### config.mk
export PLATFORM = sky130hd
export DESIGN_NAME = flash_front
export DESIGN_NICKNAME = d
export VERILOG_FILES = /design/src/logic/flash_front.v
export VERILOG_INCLUDE_DIRS = /design/src /design/src/logic
export SDC_FILE = /design/constraint.sdc
export NUM_CORES = 1
export LEC_CHECK = 0
export ABC_AREA = 1
export BUFFER_PORTS_ARGS = -buffer_cell sky130_fd_sc_hd__buf_2
export CAP_MARGIN = 20
export CELL_PAD_IN_SITES_DETAIL_PLACEMENT = 1
export CELL_PAD_IN_SITES_GLOBAL_PLACEMENT = 2
export CORE_UTILIZATION = 38
export CTS_BUF_LIST = sky130_fd_sc_hd__clkbuf_16
export DETAILED_ROUTE_END_ITERATION = 6
export MAX_ROUTING_LAYER = met4
export PLACE_DENSITY = 0.86
export REMOVE_ABC_BUFFERS = 1
export SYNTH_ARGS = -nofsm -noshare
export SYNTH_HDL_FRONTEND = slang
export SYNTH_SLANG_ARGS = --single-unit
### constraint.sdc
create_clock -name mclk -period 5.5 [get_ports mclk]
set_input_delay 0.825 -clock mclk [delete_from_list [all_inputs] [get_ports mclk]]
set_output_delay 0.825 -clock mclk [all_outputs]
set_load 0.005 [all_outputs]
### src/logic/flash_front_map.vh
// Command codes, status word layout, reset values and array geometry for the flash front end.
`ifndef FLASH_FRONT_MAP_VH
`define FLASH_FRONT_MAP_VH

// ----------------------------------------------------------------------------
// Command codes
// ----------------------------------------------------------------------------
`define CMD_SET_WL 8'h06
`define CMD_CLR_WL 8'h04
`define CMD_RD_STAT_LO 8'h05
`define CMD_RD_STAT_HI 8'h35
`define CMD_WR_STAT 8'h01
`define CMD_READ 8'h03
`define CMD_FAST_READ 8'h0b
`define CMD_DUAL_OUT 8'h3b
`define CMD_DUAL_IO 8'hbb
`define CMD_PAGE_WR 8'h02
`define CMD_SECT_ER 8'h20
`define CMD_BLK_ER 8'hd8
`define CMD_FULL_ER 8'hc7
`define CMD_FULL_ER_ALT 8'h60
`define CMD_SLEEP 8'hb9
`define CMD_WAKE 8'hab
`define CMD_NONE 8'h00

// ----------------------------------------------------------------------------
// Status word layout and reset values
// ----------------------------------------------------------------------------
`define ST_BUSY 0
`define ST_WL 1
`define ST_BP_LO 2
`define ST_LOCK_LO 7
`define ST_QUAD 9
`define BP_RESET 5'h00
`define LOCK_RESET 2'h0

// ----------------------------------------------------------------------------
// Operation kinds handed to the array core
// ----------------------------------------------------------------------------
`define OP_PROGRAM 3'h0
`define OP_SECT_ER 3'h1
`define OP_BLK_ER 3'h2
`define OP_FULL_ER 3'h3
`define OP_STATUS 3'h4

// ----------------------------------------------------------------------------
// Array geometry
// ----------------------------------------------------------------------------
`define NUM_BLOCKS 6'h20
`define SECT_PER_BLK 5'h10
`define BLK_LAST 5'h1f

`endif

### src/logic/flash_front.v
// Serial front end, write latch, region protection and status word of a serial flash.
`timescale 1ns/1ps
`include "flash_front_map.vh"
//
// Behaviour
// RULE_01 - Works with clock mode 0 or 3.
// RULE_02 - Sample on rising edge, shift on falling.
// RULE_03 - Dual read commands use lanes 0 and 1.
// RULE_04 - Pause entry waits for serial clock low.
// RULE_05 - Pause exit waits for serial clock low.
// RULE_06 - Paused: float output, ignore clock and data.
// RULE_07 - Pause never stops a running operation.
// RULE_08 - Chip select high resets the interface.
// RULE_09 - Set-latch command sets the write latch.
// RULE_10 - Reset and write commands clear the latch.
// RULE_11 - Protect bits select a read-only region.
// RULE_12 - Block-sized regions, upper or lower placement.
// RULE_13 - Sector-sized regions in top or bottom block.
// RULE_14 - Write-protect low locks protect and lock bits.
// RULE_15 - Deep power-down ignores all but release.
// RULE_16 - Sixteen-bit status word with fixed layout.
// RULE_17 - Busy flag high during program, erase, status write.
// RULE_18 - Program wraps inside its 256-byte page.
// RULE_19 - Sixteen 4K sectors in each 64K block.
// RULE_20 - Write latch clear refuses all modifications.
// RULE_21 - Lock mode selects the protection method.
// RULE_22 - Four-lane enable disables protect and pause pins.
// RULE_23 - Transfer opens with one command byte, MSB first.

module flash_front (
  input wire mclk, // System clock.
  input wire nrst, // Asynchronous reset, active low.
  input wire sclk, // Serial clock pin.
  input wire cs_n, // Chip select pin, active low.
  input wire lane0_in, // Lane 0 pin level.
  output reg lane0_out, // Lane 0 drive value.
  output reg lane0_oe_n, // Lane 0 enable, low drives.
  input wire lane1_in, // Lane 1 pin level.
  output reg lane1_out, // Lane 1 drive value.
  output reg lane1_oe_n, // Lane 1 enable, low drives.
  input wire wp_n, // Write-protect pin, active low.
  input wire pause_n, // Pause pin, active low.
  output reg [20:0] rd_addr, // Array read address.
  input wire [7:0] rd_data, // Array data one cycle after rd_addr.
  output reg prog_valid, // Pulse, one program byte.
  output reg [20:0] prog_addr, // Address of the program byte.
  output reg [7:0] prog_data, // Program byte.
  output reg op_start, // Pulse, operation committed.
  output reg [2:0] op_kind, // Kind of the committed operation.
  output reg [20:0] op_addr, // Address of the committed operation.
  input wire op_done, // Pulse from the core, operation ended.
  output reg [15:0] status_word, // Live copy of the status word.
  output reg deep_sleep // Deep power-down entered.
);

  localparam S_CMD = 3'h0;
  localparam S_ADDR = 3'h1;
  localparam S_DUMMY = 3'h2;
  localparam S_DIN = 3'h3;
  localparam S_DOUT = 3'h4;
  localparam S_WAIT = 3'h5;

  reg [5:0] s1_r;
  reg [5:0] s2_r;
  reg sclk_d_r;
  reg cs_d_r;
  reg paused_r;
  reg [2:0] st_r;
  reg [7:0] cmd_r;
  reg [7:0] sh_r;
  reg [2:0] bidx_r;
  reg [2:0] nbyte_r;
  reg [20:0] addr_r;
  reg [12:0] page_r;
  reg [7:0] col_r;
  reg wr_ok_r;
  reg [7:0] wlo_r;
  reg [7:0] whi_r;
  reg [7:0] osh_r;
  reg [2:0] obit_r;
  reg dual_r;
  reg drive_r;
  reg wel_r;
  reg busy_r;
  reg [4:0] bp_r;
  reg [1:0] lock_r;
  reg qe_r;

  reg [7:0] sh_nxt;
  reg [2:0] bidx_nxt;
  reg [7:0] out_nxt;

  // ----------------------------------------------------------------------------
  // Pin sampling and edge detection
  // ----------------------------------------------------------------------------
  wire sclk_s = s2_r[0];
  wire cs_s = s2_r[1];
  wire l0_s = s2_r[2];
  wire l1_s = s2_r[3];
  // With four lanes enabled the protect and pause pins are data, so read as inactive.
  wire wp_eff = qe_r | s2_r[4]; // [RULE_22]
  wire pause_eff = qe_r | s2_r[5]; // [RULE_22]
  // Only edges seen with select low and no pause count, so mode 3 idle-high is harmless.
  wire rise = ~cs_s & ~paused_r & sclk_s & ~sclk_d_r; // [RULE_01] [RULE_02] [RULE_06]
  wire fall = ~cs_s & ~paused_r & ~sclk_s & sclk_d_r; // [RULE_02] [RULE_06]
  wire cs_rise = cs_s & ~cs_d_r;
  wire two_in = (st_r == S_ADDR) && (cmd_r == `CMD_DUAL_IO); // [RULE_03]
  wire byte_done = rise && (bidx_nxt == 3'h0);
  wire [20:0] addr_nxt = {addr_r[12:0], sh_nxt};
  wire [15:0] status_w = {6'h00, qe_r, lock_r, bp_r, wel_r, busy_r}; // [RULE_16]
  // Lock mode 01 follows the pin, 10 and 11 both lock until the next reset.
  wire st_locked = lock_r[1] | (lock_r[0] & ~wp_eff); // [RULE_14] [RULE_21]

  // Protected-region decode; used for program, sector erase and block erase.
  function prot;
    input [4:0] bp;
    input [20:0] a;
    reg [5:0] cnt;
    reg [5:0] blk;
    reg [4:0] sec;
    begin
      cnt = 6'h01 << (bp[2:0] - 3'h1);
      blk = {1'b0, a[20:16]}; // [RULE_19]
      sec = {1'b0, a[15:12]}; // [RULE_19]
      if (bp[2:0] == 3'h0) begin
        prot = 1'b0;
      end else if (bp[2:1] == 2'h3) begin
        prot = 1'b1;
      end else if (!bp[4]) begin
        prot = bp[3] ? (blk < cnt) : (blk >= (`NUM_BLOCKS - cnt)); // [RULE_11] [RULE_12]
      end else begin
        if (bp[2]) begin
          cnt = 6'h08;
        end
        if (bp[3]) begin
          prot = (blk[4:0] == 5'h00) && (sec < cnt[4:0]); // [RULE_13]
        end else begin
          prot = (blk[4:0] == `BLK_LAST) && (sec >= (`SECT_PER_BLK - cnt[4:0])); // [RULE_13]
        end
      end
    end
  endfunction

  // Two flip-flops on every pin; a third stage on the clock and select gives the previous level.
  always @(posedge mclk or negedge nrst) begin
    if (!nrst) begin
      s1_r <= 6'h3f;
      s2_r <= 6'h3f;
      sclk_d_r <= 1'b1;
      cs_d_r <= 1'b1;
    end else begin
      s1_r <= {pause_n, wp_n, lane1_in, lane0_in, cs_n, sclk};
      s2_r <= s1_r;
      sclk_d_r <= s2_r[0];
      cs_d_r <= s2_r[1];
    end
  end

  // ----------------------------------------------------------------------------
  // Pause control
  // ----------------------------------------------------------------------------
  // Entry and exit are both held off while the serial clock is high.
  always @(posedge mclk or negedge nrst) begin
    if (!nrst) begin
      paused_r <= 1'b0;
    end else if (cs_s) begin
      paused_r <= 1'b0; // [RULE_08]
    end else if (!paused_r && !pause_eff && !sclk_s) begin
      paused_r <= 1'b1; // [RULE_04]
    end else if (paused_r && pause_eff && !sclk_s) begin
      paused_r <= 1'b0; // [RULE_05]
    end
  end

  // ----------------------------------------------------------------------------
  // Shift path
  // ----------------------------------------------------------------------------
  // Next input byte and bit index, one or two bits per rising edge.
  always @* begin
    sh_nxt = two_in ? {sh_r[5:0], l1_s, l0_s} : {sh_r[6:0], l0_s}; // [RULE_03] [RULE_23]
    bidx_nxt = bidx_r + (two_in ? 3'h2 : 3'h1);
    if (obit_r != 3'h0) begin
      out_nxt = osh_r;
    end else if (cmd_r == `CMD_RD_STAT_LO) begin
      out_nxt = status_w[7:0];
    end else if (cmd_r == `CMD_RD_STAT_HI) begin
      out_nxt = status_w[15:8];
    end else begin
      out_nxt = rd_data;
    end
  end

  // ----------------------------------------------------------------------------
  // Command sequencer and status bits
  // ----------------------------------------------------------------------------
  // Busy and the status bits keep running through a pause; only shifting stops.
  always @(posedge mclk or negedge nrst) begin
    if (!nrst) begin
      st_r <= S_CMD;
      cmd_r <= `CMD_NONE;
      sh_r <= 8'h00;
      bidx_r <= 3'h0;
      nbyte_r <= 3'h0;
      addr_r <= 21'h000000;
      page_r <= 13'h0000;
      col_r <= 8'h00;
      wr_ok_r <= 1'b0;
      wlo_r <= 8'h00;
      whi_r <= 8'h00;
      osh_r <= 8'h00;
      obit_r <= 3'h0;
      dual_r <= 1'b0;
      drive_r <= 1'b0;
      lane0_out <= 1'b0;
      lane1_out <= 1'b0;
      rd_addr <= 21'h000000;
      prog_valid <= 1'b0;
      prog_addr <= 21'h000000;
      prog_data <= 8'h00;
      op_start <= 1'b0;
      op_kind <= `OP_PROGRAM;
      op_addr <= 21'h000000;
      wel_r <= 1'b0; // [RULE_10]
      busy_r <= 1'b0;
      bp_r <= `BP_RESET;
      lock_r <= `LOCK_RESET;
      qe_r <= 1'b0;
      deep_sleep <= 1'b0;
    end else begin
      prog_valid <= 1'b0;
      op_start <= 1'b0;
      if (op_done) begin
        busy_r <= 1'b0; // [RULE_07] [RULE_17]
      end
      if (cs_s) begin
        st_r <= S_CMD; // [RULE_08]
        bidx_r <= 3'h0;
        nbyte_r <= 3'h0;
        obit_r <= 3'h0;
        dual_r <= 1'b0;
        drive_r <= 1'b0;
        // Modifying commands act only when select rises on a byte boundary.
        if (cs_rise && bidx_r == 3'h0) begin
          cmd_r <= `CMD_NONE;
          case (cmd_r)
            `CMD_SET_WL: begin
              if (nbyte_r == 3'h1) wel_r <= 1'b1; // [RULE_09]
            end
            `CMD_CLR_WL: begin
              if (nbyte_r == 3'h1) wel_r <= 1'b0; // [RULE_10]
            end
            `CMD_WR_STAT: begin
              if ((nbyte_r == 3'h2 || nbyte_r == 3'h3) && wel_r && !st_locked) begin // [RULE_20]
                bp_r <= wlo_r[6:2];
                lock_r[0] <= wlo_r[7];
                if (nbyte_r == 3'h3) begin
                  lock_r[1] <= whi_r[0];
                  qe_r <= whi_r[1];
                end
                wel_r <= 1'b0; // [RULE_10]
                busy_r <= 1'b1; // [RULE_17]
                op_start <= 1'b1;
                op_kind <= `OP_STATUS;
                op_addr <= 21'h000000;
              end
            end
            `CMD_PAGE_WR: begin
              if (nbyte_r >= 3'h5 && wr_ok_r) begin // [RULE_20]
                wel_r <= 1'b0; // [RULE_10]
                busy_r <= 1'b1; // [RULE_17]
                op_start <= 1'b1;
                op_kind <= `OP_PROGRAM;
                op_addr <= {page_r, 8'h00};
              end
            end
            `CMD_SECT_ER: begin
              if (nbyte_r == 3'h4 && wel_r && !prot(bp_r, {addr_r[20:12], 12'h000})) begin
                wel_r <= 1'b0; // [RULE_10] [RULE_11] [RULE_20]
                busy_r <= 1'b1;
                op_start <= 1'b1;
                op_kind <= `OP_SECT_ER;
                op_addr <= {addr_r[20:12], 12'h000}; // [RULE_19]
              end
            end
            `CMD_BLK_ER: begin
              if (nbyte_r == 3'h4 && wel_r && !prot(bp_r, {addr_r[20:16], 16'h0000}) &&
                  !prot(bp_r, {addr_r[20:16], 16'hffff})) begin // [RULE_11] [RULE_20]
                wel_r <= 1'b0; // [RULE_10]
                busy_r <= 1'b1;
                op_start <= 1'b1;
                op_kind <= `OP_BLK_ER;
                op_addr <= {addr_r[20:16], 16'h0000};
              end
            end
            `CMD_FULL_ER, `CMD_FULL_ER_ALT: begin
              if (nbyte_r == 3'h1 && wel_r && bp_r[2:0] == 3'h0) begin // [RULE_11] [RULE_20]
                wel_r <= 1'b0; // [RULE_10]
                busy_r <= 1'b1;
                op_start <= 1'b1;
                op_kind <= `OP_FULL_ER;
                op_addr <= 21'h000000;
              end
            end
            `CMD_SLEEP: begin
              if (nbyte_r == 3'h1) deep_sleep <= 1'b1;
            end
            default: begin
            end
          endcase
        end
        if (cs_rise && cmd_r == `CMD_WAKE) begin
          deep_sleep <= 1'b0;
          cmd_r <= `CMD_NONE;
        end
      end else if (rise) begin
        sh_r <= sh_nxt;
        bidx_r <= bidx_nxt;
        if (byte_done) begin
          if (nbyte_r != 3'h7) nbyte_r <= nbyte_r + 3'h1;
          case (st_r)
            S_CMD: begin
              cmd_r <= sh_nxt; // [RULE_23]
              // Asleep, only release is heard; busy, only status reads.
              if (deep_sleep && sh_nxt != `CMD_WAKE) begin
                cmd_r <= `CMD_NONE; // [RULE_15]
                st_r <= S_WAIT;
              end else if (busy_r && sh_nxt != `CMD_RD_STAT_LO &&
                           sh_nxt != `CMD_RD_STAT_HI) begin
                cmd_r <= `CMD_NONE;
                st_r <= S_WAIT;
              end else begin
                case (sh_nxt)
                  `CMD_RD_STAT_LO, `CMD_RD_STAT_HI: st_r <= S_DOUT;
                  `CMD_READ, `CMD_FAST_READ, `CMD_DUAL_OUT, `CMD_DUAL_IO: st_r <= S_ADDR;
                  `CMD_PAGE_WR, `CMD_SECT_ER, `CMD_BLK_ER: st_r <= S_ADDR;
                  `CMD_WR_STAT: st_r <= S_DIN;
                  default: st_r <= S_WAIT;
                endcase
              end
            end
            S_ADDR: begin
              if (nbyte_r <= 3'h3) addr_r <= addr_nxt;
              if (nbyte_r == 3'h3) begin
                rd_addr <= addr_nxt;
                page_r <= addr_nxt[20:8];
                col_r <= addr_nxt[7:0];
                wr_ok_r <= wel_r && !prot(bp_r, addr_nxt); // [RULE_11] [RULE_20]
                case (cmd_r)
                  `CMD_READ: st_r <= S_DOUT;
                  `CMD_FAST_READ, `CMD_DUAL_OUT: st_r <= S_DUMMY;
                  `CMD_PAGE_WR: st_r <= S_DIN;
                  `CMD_DUAL_IO: st_r <= S_ADDR;
                  default: st_r <= S_WAIT;
                endcase
              end else if (nbyte_r == 3'h4) begin
                st_r <= S_DOUT; // [RULE_03]
                dual_r <= 1'b1;
              end
            end
            S_DUMMY: begin
              st_r <= S_DOUT;
              dual_r <= (cmd_r == `CMD_DUAL_OUT); // [RULE_03]
            end
            S_DIN: begin
              if (cmd_r == `CMD_WR_STAT) begin
                if (nbyte_r == 3'h1) wlo_r <= sh_nxt;
                if (nbyte_r == 3'h2) whi_r <= sh_nxt;
              end else if (wr_ok_r) begin
                prog_valid <= 1'b1;
                prog_data <= sh_nxt;
                prog_addr <= {page_r, col_r};
                col_r <= col_r + 8'h01; // [RULE_18]
              end
            end
            default: begin
            end
          endcase
        end
      end else if (fall && st_r == S_DOUT) begin
        // A new byte is taken on the first falling edge of each byte time.
        drive_r <= 1'b1;
        lane1_out <= out_nxt[7]; // [RULE_02]
        if (dual_r) begin
          lane0_out <= out_nxt[6]; // [RULE_03]
          osh_r <= {out_nxt[5:0], 2'h0};
          obit_r <= obit_r + 3'h2;
        end else begin
          osh_r <= {out_nxt[6:0], 1'b0};
          obit_r <= obit_r + 3'h1;
        end
        if (obit_r == 3'h0 && cmd_r != `CMD_RD_STAT_LO && cmd_r != `CMD_RD_STAT_HI) begin
          rd_addr <= rd_addr + 21'h000001;
        end
      end
    end
  end

  // ----------------------------------------------------------------------------
  // Output enables and status copy
  // ----------------------------------------------------------------------------
  // Lanes float whenever paused or deselected, one cycle behind the cause.
  always @(posedge mclk or negedge nrst) begin
    if (!nrst) begin
      lane0_oe_n <= 1'b1;
      lane1_oe_n <= 1'b1;
      status_word <= 16'h0000;
    end else begin
      lane1_oe_n <= ~(drive_r & ~paused_r & ~cs_s); // [RULE_06]
      lane0_oe_n <= ~(drive_r & dual_r & ~paused_r & ~cs_s); // [RULE_03] [RULE_06]
      status_word <= status_w; // [RULE_16]
    end
  end

endmodule

==> impl_metrics.tcl, run 1 <==
set metrics [dict create \
    status "finished clean" \
    num_rows 60 \
    hold-path-endpoint "s2_r[0]$_DFF_PN1_" \
    initial_utilization_pct 38.5 \
    wl_per_cell_um 18.3 \
    ys_top_cells_by_area "dfrtp_1, nand2_1, o21ai_0, inv_1, ha_1" \
    placed_area_um2 11100 \
    drive_above_1_share_pct 16.3 \
    hp-class "reg -> reg" \
    setup_violations 0 \
    synth_xor_area_share_pct 1.78 \
    clock_latency_ps 440 \
    fmax_mhz 262 \
    wirelength_um 30700 \
    antenna_found_initial 0 \
    max_slew_margin_pct 35.2 \
    pre_cts_slack_ps 1700 \
    cts_max_level 4 \
    maxCapViolCount 0 \
    clock_path_buffers 2 \
    p_sw_share_pct 30.2 \
    wl_met2_um 14100 \
    setup_slack_ps 1680 \
    worst_pin_slew_ps 971 \
    clockPowerShare_pct 36.5 \
    p_sw_mw 1.06 \
    period_share_pct 69.4 \
    drt_iter0_drc 480 \
    tns_ps 0 \
    p_per_area_nw_per_um2 302 \
    r2r-start "st_r[2]$_DFFE_PN0P_" \
    grt_use_total_pct 23.5 \
    antenna_cells 0 \
    synth_ff_type "dfrtp_1" \
    synth-compound-area-share_pct 15.0 \
    netlist_area_um2 10400 \
    syn_to_final_growth_pct 12.7 \
    r2r_end "rd_addr[7]$_DFFE_PN0P_" \
    fp.dieW_um 167 \
    timing.critical_path.fanout_max 21 \
    top_layer_used "met4" \
    synth_seq_cells 195 \
    first_global_vias 8944 \
    arrival_ps 4170 \
    whs_path_depth 0 \
    synthAdderAreaFrac_pct 4.78 \
    fp.dieH_um 167 \
    tritoncts "yes" \
    combPwrFrac_pct 15.8 \
    vias_per_cell 5.22 \
    rsz0062_at_grt "false" \
    clock-sinks 195 \
    p_int_mw 2.47 \
    post-cts-setup-buffers 0 \
    overflow 0 \
    num_vias 8766 \
    start_kind "flop" \
    syn_avg_cell_area_um2 8.35 \
    n_fill_cell 3305 \
    worst_clock_skew_ps 17.3 \
    seqPwrFrac_pct 47.7 \
    multi_input_area_um2 4620 \
    cts_root_buf "clkbuf_16" \
    path_clk_slew_ps 70 \
    endpoint_kind "flop" \
    p_leak_nw 5.70 \
    fin_area_um2 11700 \
    hold_viol_final 0 \
    synth_top_area_share_pct 43.2 \
    synth_area_leader_cell "dfrtp_1" \
    power.total_mw 3.53 \
    yosysUniqueCellTypes 61 \
    hold_buffers 0 \
    gp_congestion 0.905 \
    synth_top_family_by_area "simple AND/OR/NAND/NOR gates" \
    numCtsBuffers 17 \
    nNetsFinal 1382 \
    grt_pass1_wl_um 49800 \
    syn_inst 1240 \
    hold_start "s1_r[0]$_DFF_PN1_" \
    drc 0 \
    cts-resized-gates 0 \
    coreArea_um2 26900 \
    pin_count 114 \
    report.final.slew_viol_count 0 \
    io_buffers 99 \
    required_ps 5850 \
    synth_commonest_cells "nand2_1, dfrtp_1, o21ai_0, inv_1, nor2_1" \
    synthMuxAreaShare_pct 0.217 \
    ys_seq_area_share_pct 47.3 \
    ant_nets 0 \
    wl_met1_um 15400 \
    synth_edf_count 0 \
    ys_warn_count 0 \
    dieArea_um2 27900 \
    grt_start_max_net_pins 116 \
    reg2reg_depth 11 \
    crit_type "reg -> reg" \
    first_pass_iters 5 \
    peakVddDrop_mv 0.154 \
    dp_hpwl_um 22700 \
    wl_met3_um 893 \
    seqCellArea_um2 4900 \
    period_minus_slack_ps 3820 \
    async_flop_share_pct 100 \
    synth_most_common_cell "nand2_1" \
    yosys.area_share.simple_pct 22.3 \
    regToRegSetupSlack_ps 1680 \
]
flip-flops by register name (all words and copies together) (netlist names), 5 cells and up:
register     count
prog_data        8
rd_addr         21
status_word     10
s1_r             6
sh_r             7
col_r            8
page_r          13
s2_r             6
osh_r            7
addr_r          21
prog_addr       21
cmd_r            8
op_addr         13
bp_r             5
wlo_r            6
cell type report:
| type | instances | share of cell area [%] |
|---|---|---|
| Clock buffer | 17 | 3.64 |
| Clock inverter | 15 | 1.38 |
| Inverter | 158 | 5.08 |
| Multi-Input combinational cell | 849 | 39.6 |
| Sequential cell | 195 | 42.0 |
| Tap cell | 341 | 3.65 |
| Timing Repair Buffer | 105 | 4.70 |
cells by family after synthesis:
family                   count (synthesis)
XOR/XNOR                                21
multiplexers                             2
other                                    1
AO/OA/AOI/OAI                          271
AND/OR/NAND/NOR                        502
buffers and inverters                  209
adder cells (fa/ha/maj)                 39
flip-flops                             195
power by group through the flow:
stage	clock [mW]	combinational (mW)	sequential, mW
2_1_floorplan	0	0.345	1.68
3_3_place_gp	0	0.544	1.70
3_5_place_dp	0	0.565	1.71
4_1_cts	1.32	0.567	1.68
5_1_grt	1.37	0.636	1.70
6_report	1.29	0.558	1.68
worst max-delay path: stages (launching register included):
cell	delay (ps)
dfrtp_1	440
nor3_2	350
nand2_4	220
ha_1	260
fa_1	370
xnor2_1	230
nand3_1	250
nand2_1	140
nand2_1	410
inv_1	690
o21ai_0	170
o21ai_0	190
placed cells by master, fill, tap and decap left out, types with 5 or more instances in the layout:
cell and n:
nor2_1 76, xor2_1 17, conb_1 14, nor3_2 6, nor3_1 22, clkinv_1 5
o22ai_1 19, clkbuf_16 17, nand4_1 25, dfrtp_1 179, dfstp_2 16, nand2_1 275
o211ai_1 11, clkinv_2 5, inv_1 133, ha_1 38, nand2_2 9, o21ai_0 141
a31oi_1 9, nand3_1 63, o21ai_1 17, buf_4 6, buf_2 98, inv_2 23
a21oi_1 44
per-layer routing:
metal	vias up	global-route usage (%)
li1	4268	-
met1	4317	32.7
met2	152	36.4
met3	29	2.81
met4	0	5.72
met5	-	-
through the flow:
step / util [%] / std cells / hold slack (ps)
final: 43.4 / 1680 / 357
after global routing: 43.4 / 1680 / 360
after CTS: 43.4 / 1680 / 357
after detailed placement: 41.3 / 1648 / 348
after global placement: 41.3 / 1648 / 346
after floorplan: - / 1202 / 345
worst max path at each step:
stage | from | to
detailed placement | st_r[2]$_DFFE_PN0P_ | rd_addr[7]$_DFFE_PN0P_
CTS | st_r[2]$_DFFE_PN0P_ | rd_addr[7]$_DFFE_PN0P_
floorplan | s2_r[0]$_DFF_PN1_ | rd_addr[16]$_DFFE_PN0P_
global placement | st_r[2]$_DFFE_PN0P_ | rd_addr[16]$_DFFE_PN0P_
finish | st_r[2]$_DFFE_PN0P_ | rd_addr[7]$_DFFE_PN0P_
global route | st_r[2]$_DFFE_PN0P_ | rd_addr[7]$_DFFE_PN0P_
Note: power is estimated with default switching activity, not from simulation.
==> run 2: changes to the inputs <==
- CORE_UTILIZATION: 38 -> 36
- PLACE_DENSITY: 0.86 -> 0.82
- clock period: 5.5 -> 3.68 ns (I/O delays scaled with it)
==> impl_metrics.tcl, run 2 (synthesis gave the netlist of run 1 again) <==
set metrics [dict create \
    status "finished clean" \
    path_clk_slew_ps 70 \
    grt_util_met2_pct 35.7 \
    critPathMaxStageDelay_ps 420 \
    nNetsFinal 1394 \
    worst_pin_slew_ps 708 \
    combPwrFrac_pct 15.5 \
    r2r_end "st_r[0]$_DFFE_PN0P_" \
    grt_start_max_net_pins 80 \
    endpoint "st_r[0]$_DFFE_PN0P_" \
    clock-sinks 195 \
    first_global_vias 8939 \
    r2r-start "cmd_r[2]$_DFFE_PN0P_" \
    layout_common_cells "nand2_1, dfrtp_1, o21ai_0" \
    num_rows 61 \
    finalNonFillerCells 1729 \
    initial_utilization_pct 37.0 \
    cts_root_buf "clkbuf_16" \
    seqCellArea_um2 4900 \
    required_ps 4030 \
    clock_latency_ps 440 \
    crit_buf_inv 2 \
    regToRegSetupSlack_ps 270 \
    max_slew_margin_pct 52.8 \
    cts_max_level 4 \
    hold_buffers 0 \
    syn_to_final_growth_pct 14.9 \
    hold_viol_final 0 \
    drt_iter0_drc 426 \
    vias_per_cell 5.10 \
    first_pass_iters 5 \
    maxCapViolCount 0 \
    p_leak_nw 5.79 \
    start_kind "flop" \
    final_common_cell "nand2_1" \
    cp_slowest_cell "dfrtp_1" \
    place_inst 1697 \
    drc 0 \
    tritoncts "yes" \
    multi_input_area_um2 4630 \
    peakVddDrop_mv 0.286 \
    p_sw_mw 1.60 \
    fin_area_um2 11900 \
    gp_congestion 0.854 \
    cp_top_family "simple AND/OR/NAND/NOR gates" \
    p_per_area_nw_per_um2 457 \
    p_sw_share_pct 29.4 \
    pin_count 114 \
    path_cells "nor2_2, nand2_2, nor2_4, nand2_4, ha_1, fa_1, xnor2_1, nand3_1, inv_1, nor2_1, nor3_1, inv_1, nor2_1, nand3_1, o21ai_0" \
    overflow 0 \
    worst_clock_skew_ps 16.0 \
    arrival_ps 3760 \
    seqPwrFrac_pct 46.3 \
    post-cts-setup-buffers 0 \
    period_minus_slack_ps 3410 \
    reg_top3 "addr_r x21, prog_addr x21, rd_addr x21" \
    ant_nets 0 \
    crit_type "reg -> reg" \
    grt.busiest_layer "met2" \
    use_met1_pct 31.3 \
    coreArea_um2 28000 \
    io_buffers 99 \
    report.final.slew_viol_count 0 \
    rsz0062_at_grt "false" \
    power.total_mw 5.43 \
    period_share_pct 92.8 \
    fp.dieW_um 172 \
    antenna_cells 0 \
    grt_pass1_wl_um 49600 \
    reg2reg_depth 15 \
    num_vias 8821 \
    placed_area_um2 11300 \
    fmax_mhz 293 \
    gr-usage-met3_pct 2.25 \
    path_depth 15 \
    drive_above_1_share_pct 16.9 \
    dp_hpwl_um 23000 \
    timing.critical_path.fanout_max 15 \
    critPathLaunch "cmd_r[2]$_DFFE_PN0P_" \
    clock_path_buffers 2 \
    endpoint_kind "flop" \
    wl_per_cell_um 17.9 \
    setup_violations 0 \
    n_fill_cell 3392 \
    numCtsBuffers 17 \
    fp.dieH_um 172 \
    wirelength_um 30900 \
    tns_ps 0 \
    cts-resized-gates 0 \
    hp-class "in -> async" \
    p_int_mw 3.84 \
    dieArea_um2 29500 \
    grt_use_total_pct 22.7 \
    antenna_found_initial 0 \
    clockPowerShare_pct 38.2 \
]
==> run 2: changes by cell type in the layout (fill, tap and decap cells not counted), sizes merged <==
cell      change
clkinvlp      +1
bufinv        +2
clkinv        -6
buf          +12
inv           +3
==> run 2: routing by layer <==
layer | share of wire (%) | vias up
met5 | 0 | -
met4 | 0.91 | 0
met3 | 2.8 | 22
met2 | 46 | 144
met1 | 50 | 4359
li1 | - | 4296
==> run 2: cell type report <==
class | count | area share, %
Clock inverter | 15 | 1.78
Inverter | 158 | 5.01
Tap cell | 378 | 3.98
Timing Repair Buffer | 117 | 5.58
Multi-Input combinational cell | 849 | 38.9
Sequential cell | 195 | 41.2
Clock buffer | 17 | 3.58
==> run 2: worst min-delay path by stage <==
stage | slack (ps) | start | cells past startpoint | endpoint
2_1_floorplan | 260 | nrst | 0 | addr_r[0]$_DFFE_PN0P_
5_1_grt | 190 | sclk | 1 | s1_r[0]$_DFF_PN1_
4_1_cts | 190 | nrst | 1 | addr_r[19]$_DFFE_PN0P_
6_report | 160 | nrst | 1 | prog_addr[19]$_DFFE_PN0P_
3_3_place_gp | 350 | s1_r[5]$_DFF_PN1_ | 0 | s2_r[5]$_DFF_PN1_
3_5_place_dp | 350 | s1_r[3]$_DFF_PN1_ | 0 | s2_r[3]$_DFF_PN1_
==> run 2: through the flow <==
step                worst slack, ps  utilization, %  hold slack, ps
floorplan                       333               -             256
global placement                498            40.2             346
detailed placement              265            40.2             347
CTS                             228            42.4             187
global route                   25.7            42.5             189
finish                          266            42.5             157
==> run 2: power by group through the flow <==
stage                     clock (mW)  combinational [mW]  sequential, mW
after global placement             0               0.826            2.54
after global routing            2.18               0.960            2.55
after floorplan                    0               0.515            2.51
final                           2.07               0.842            2.52
after detailed placement           0               0.846            2.55
after CTS                       2.11               0.854            2.51
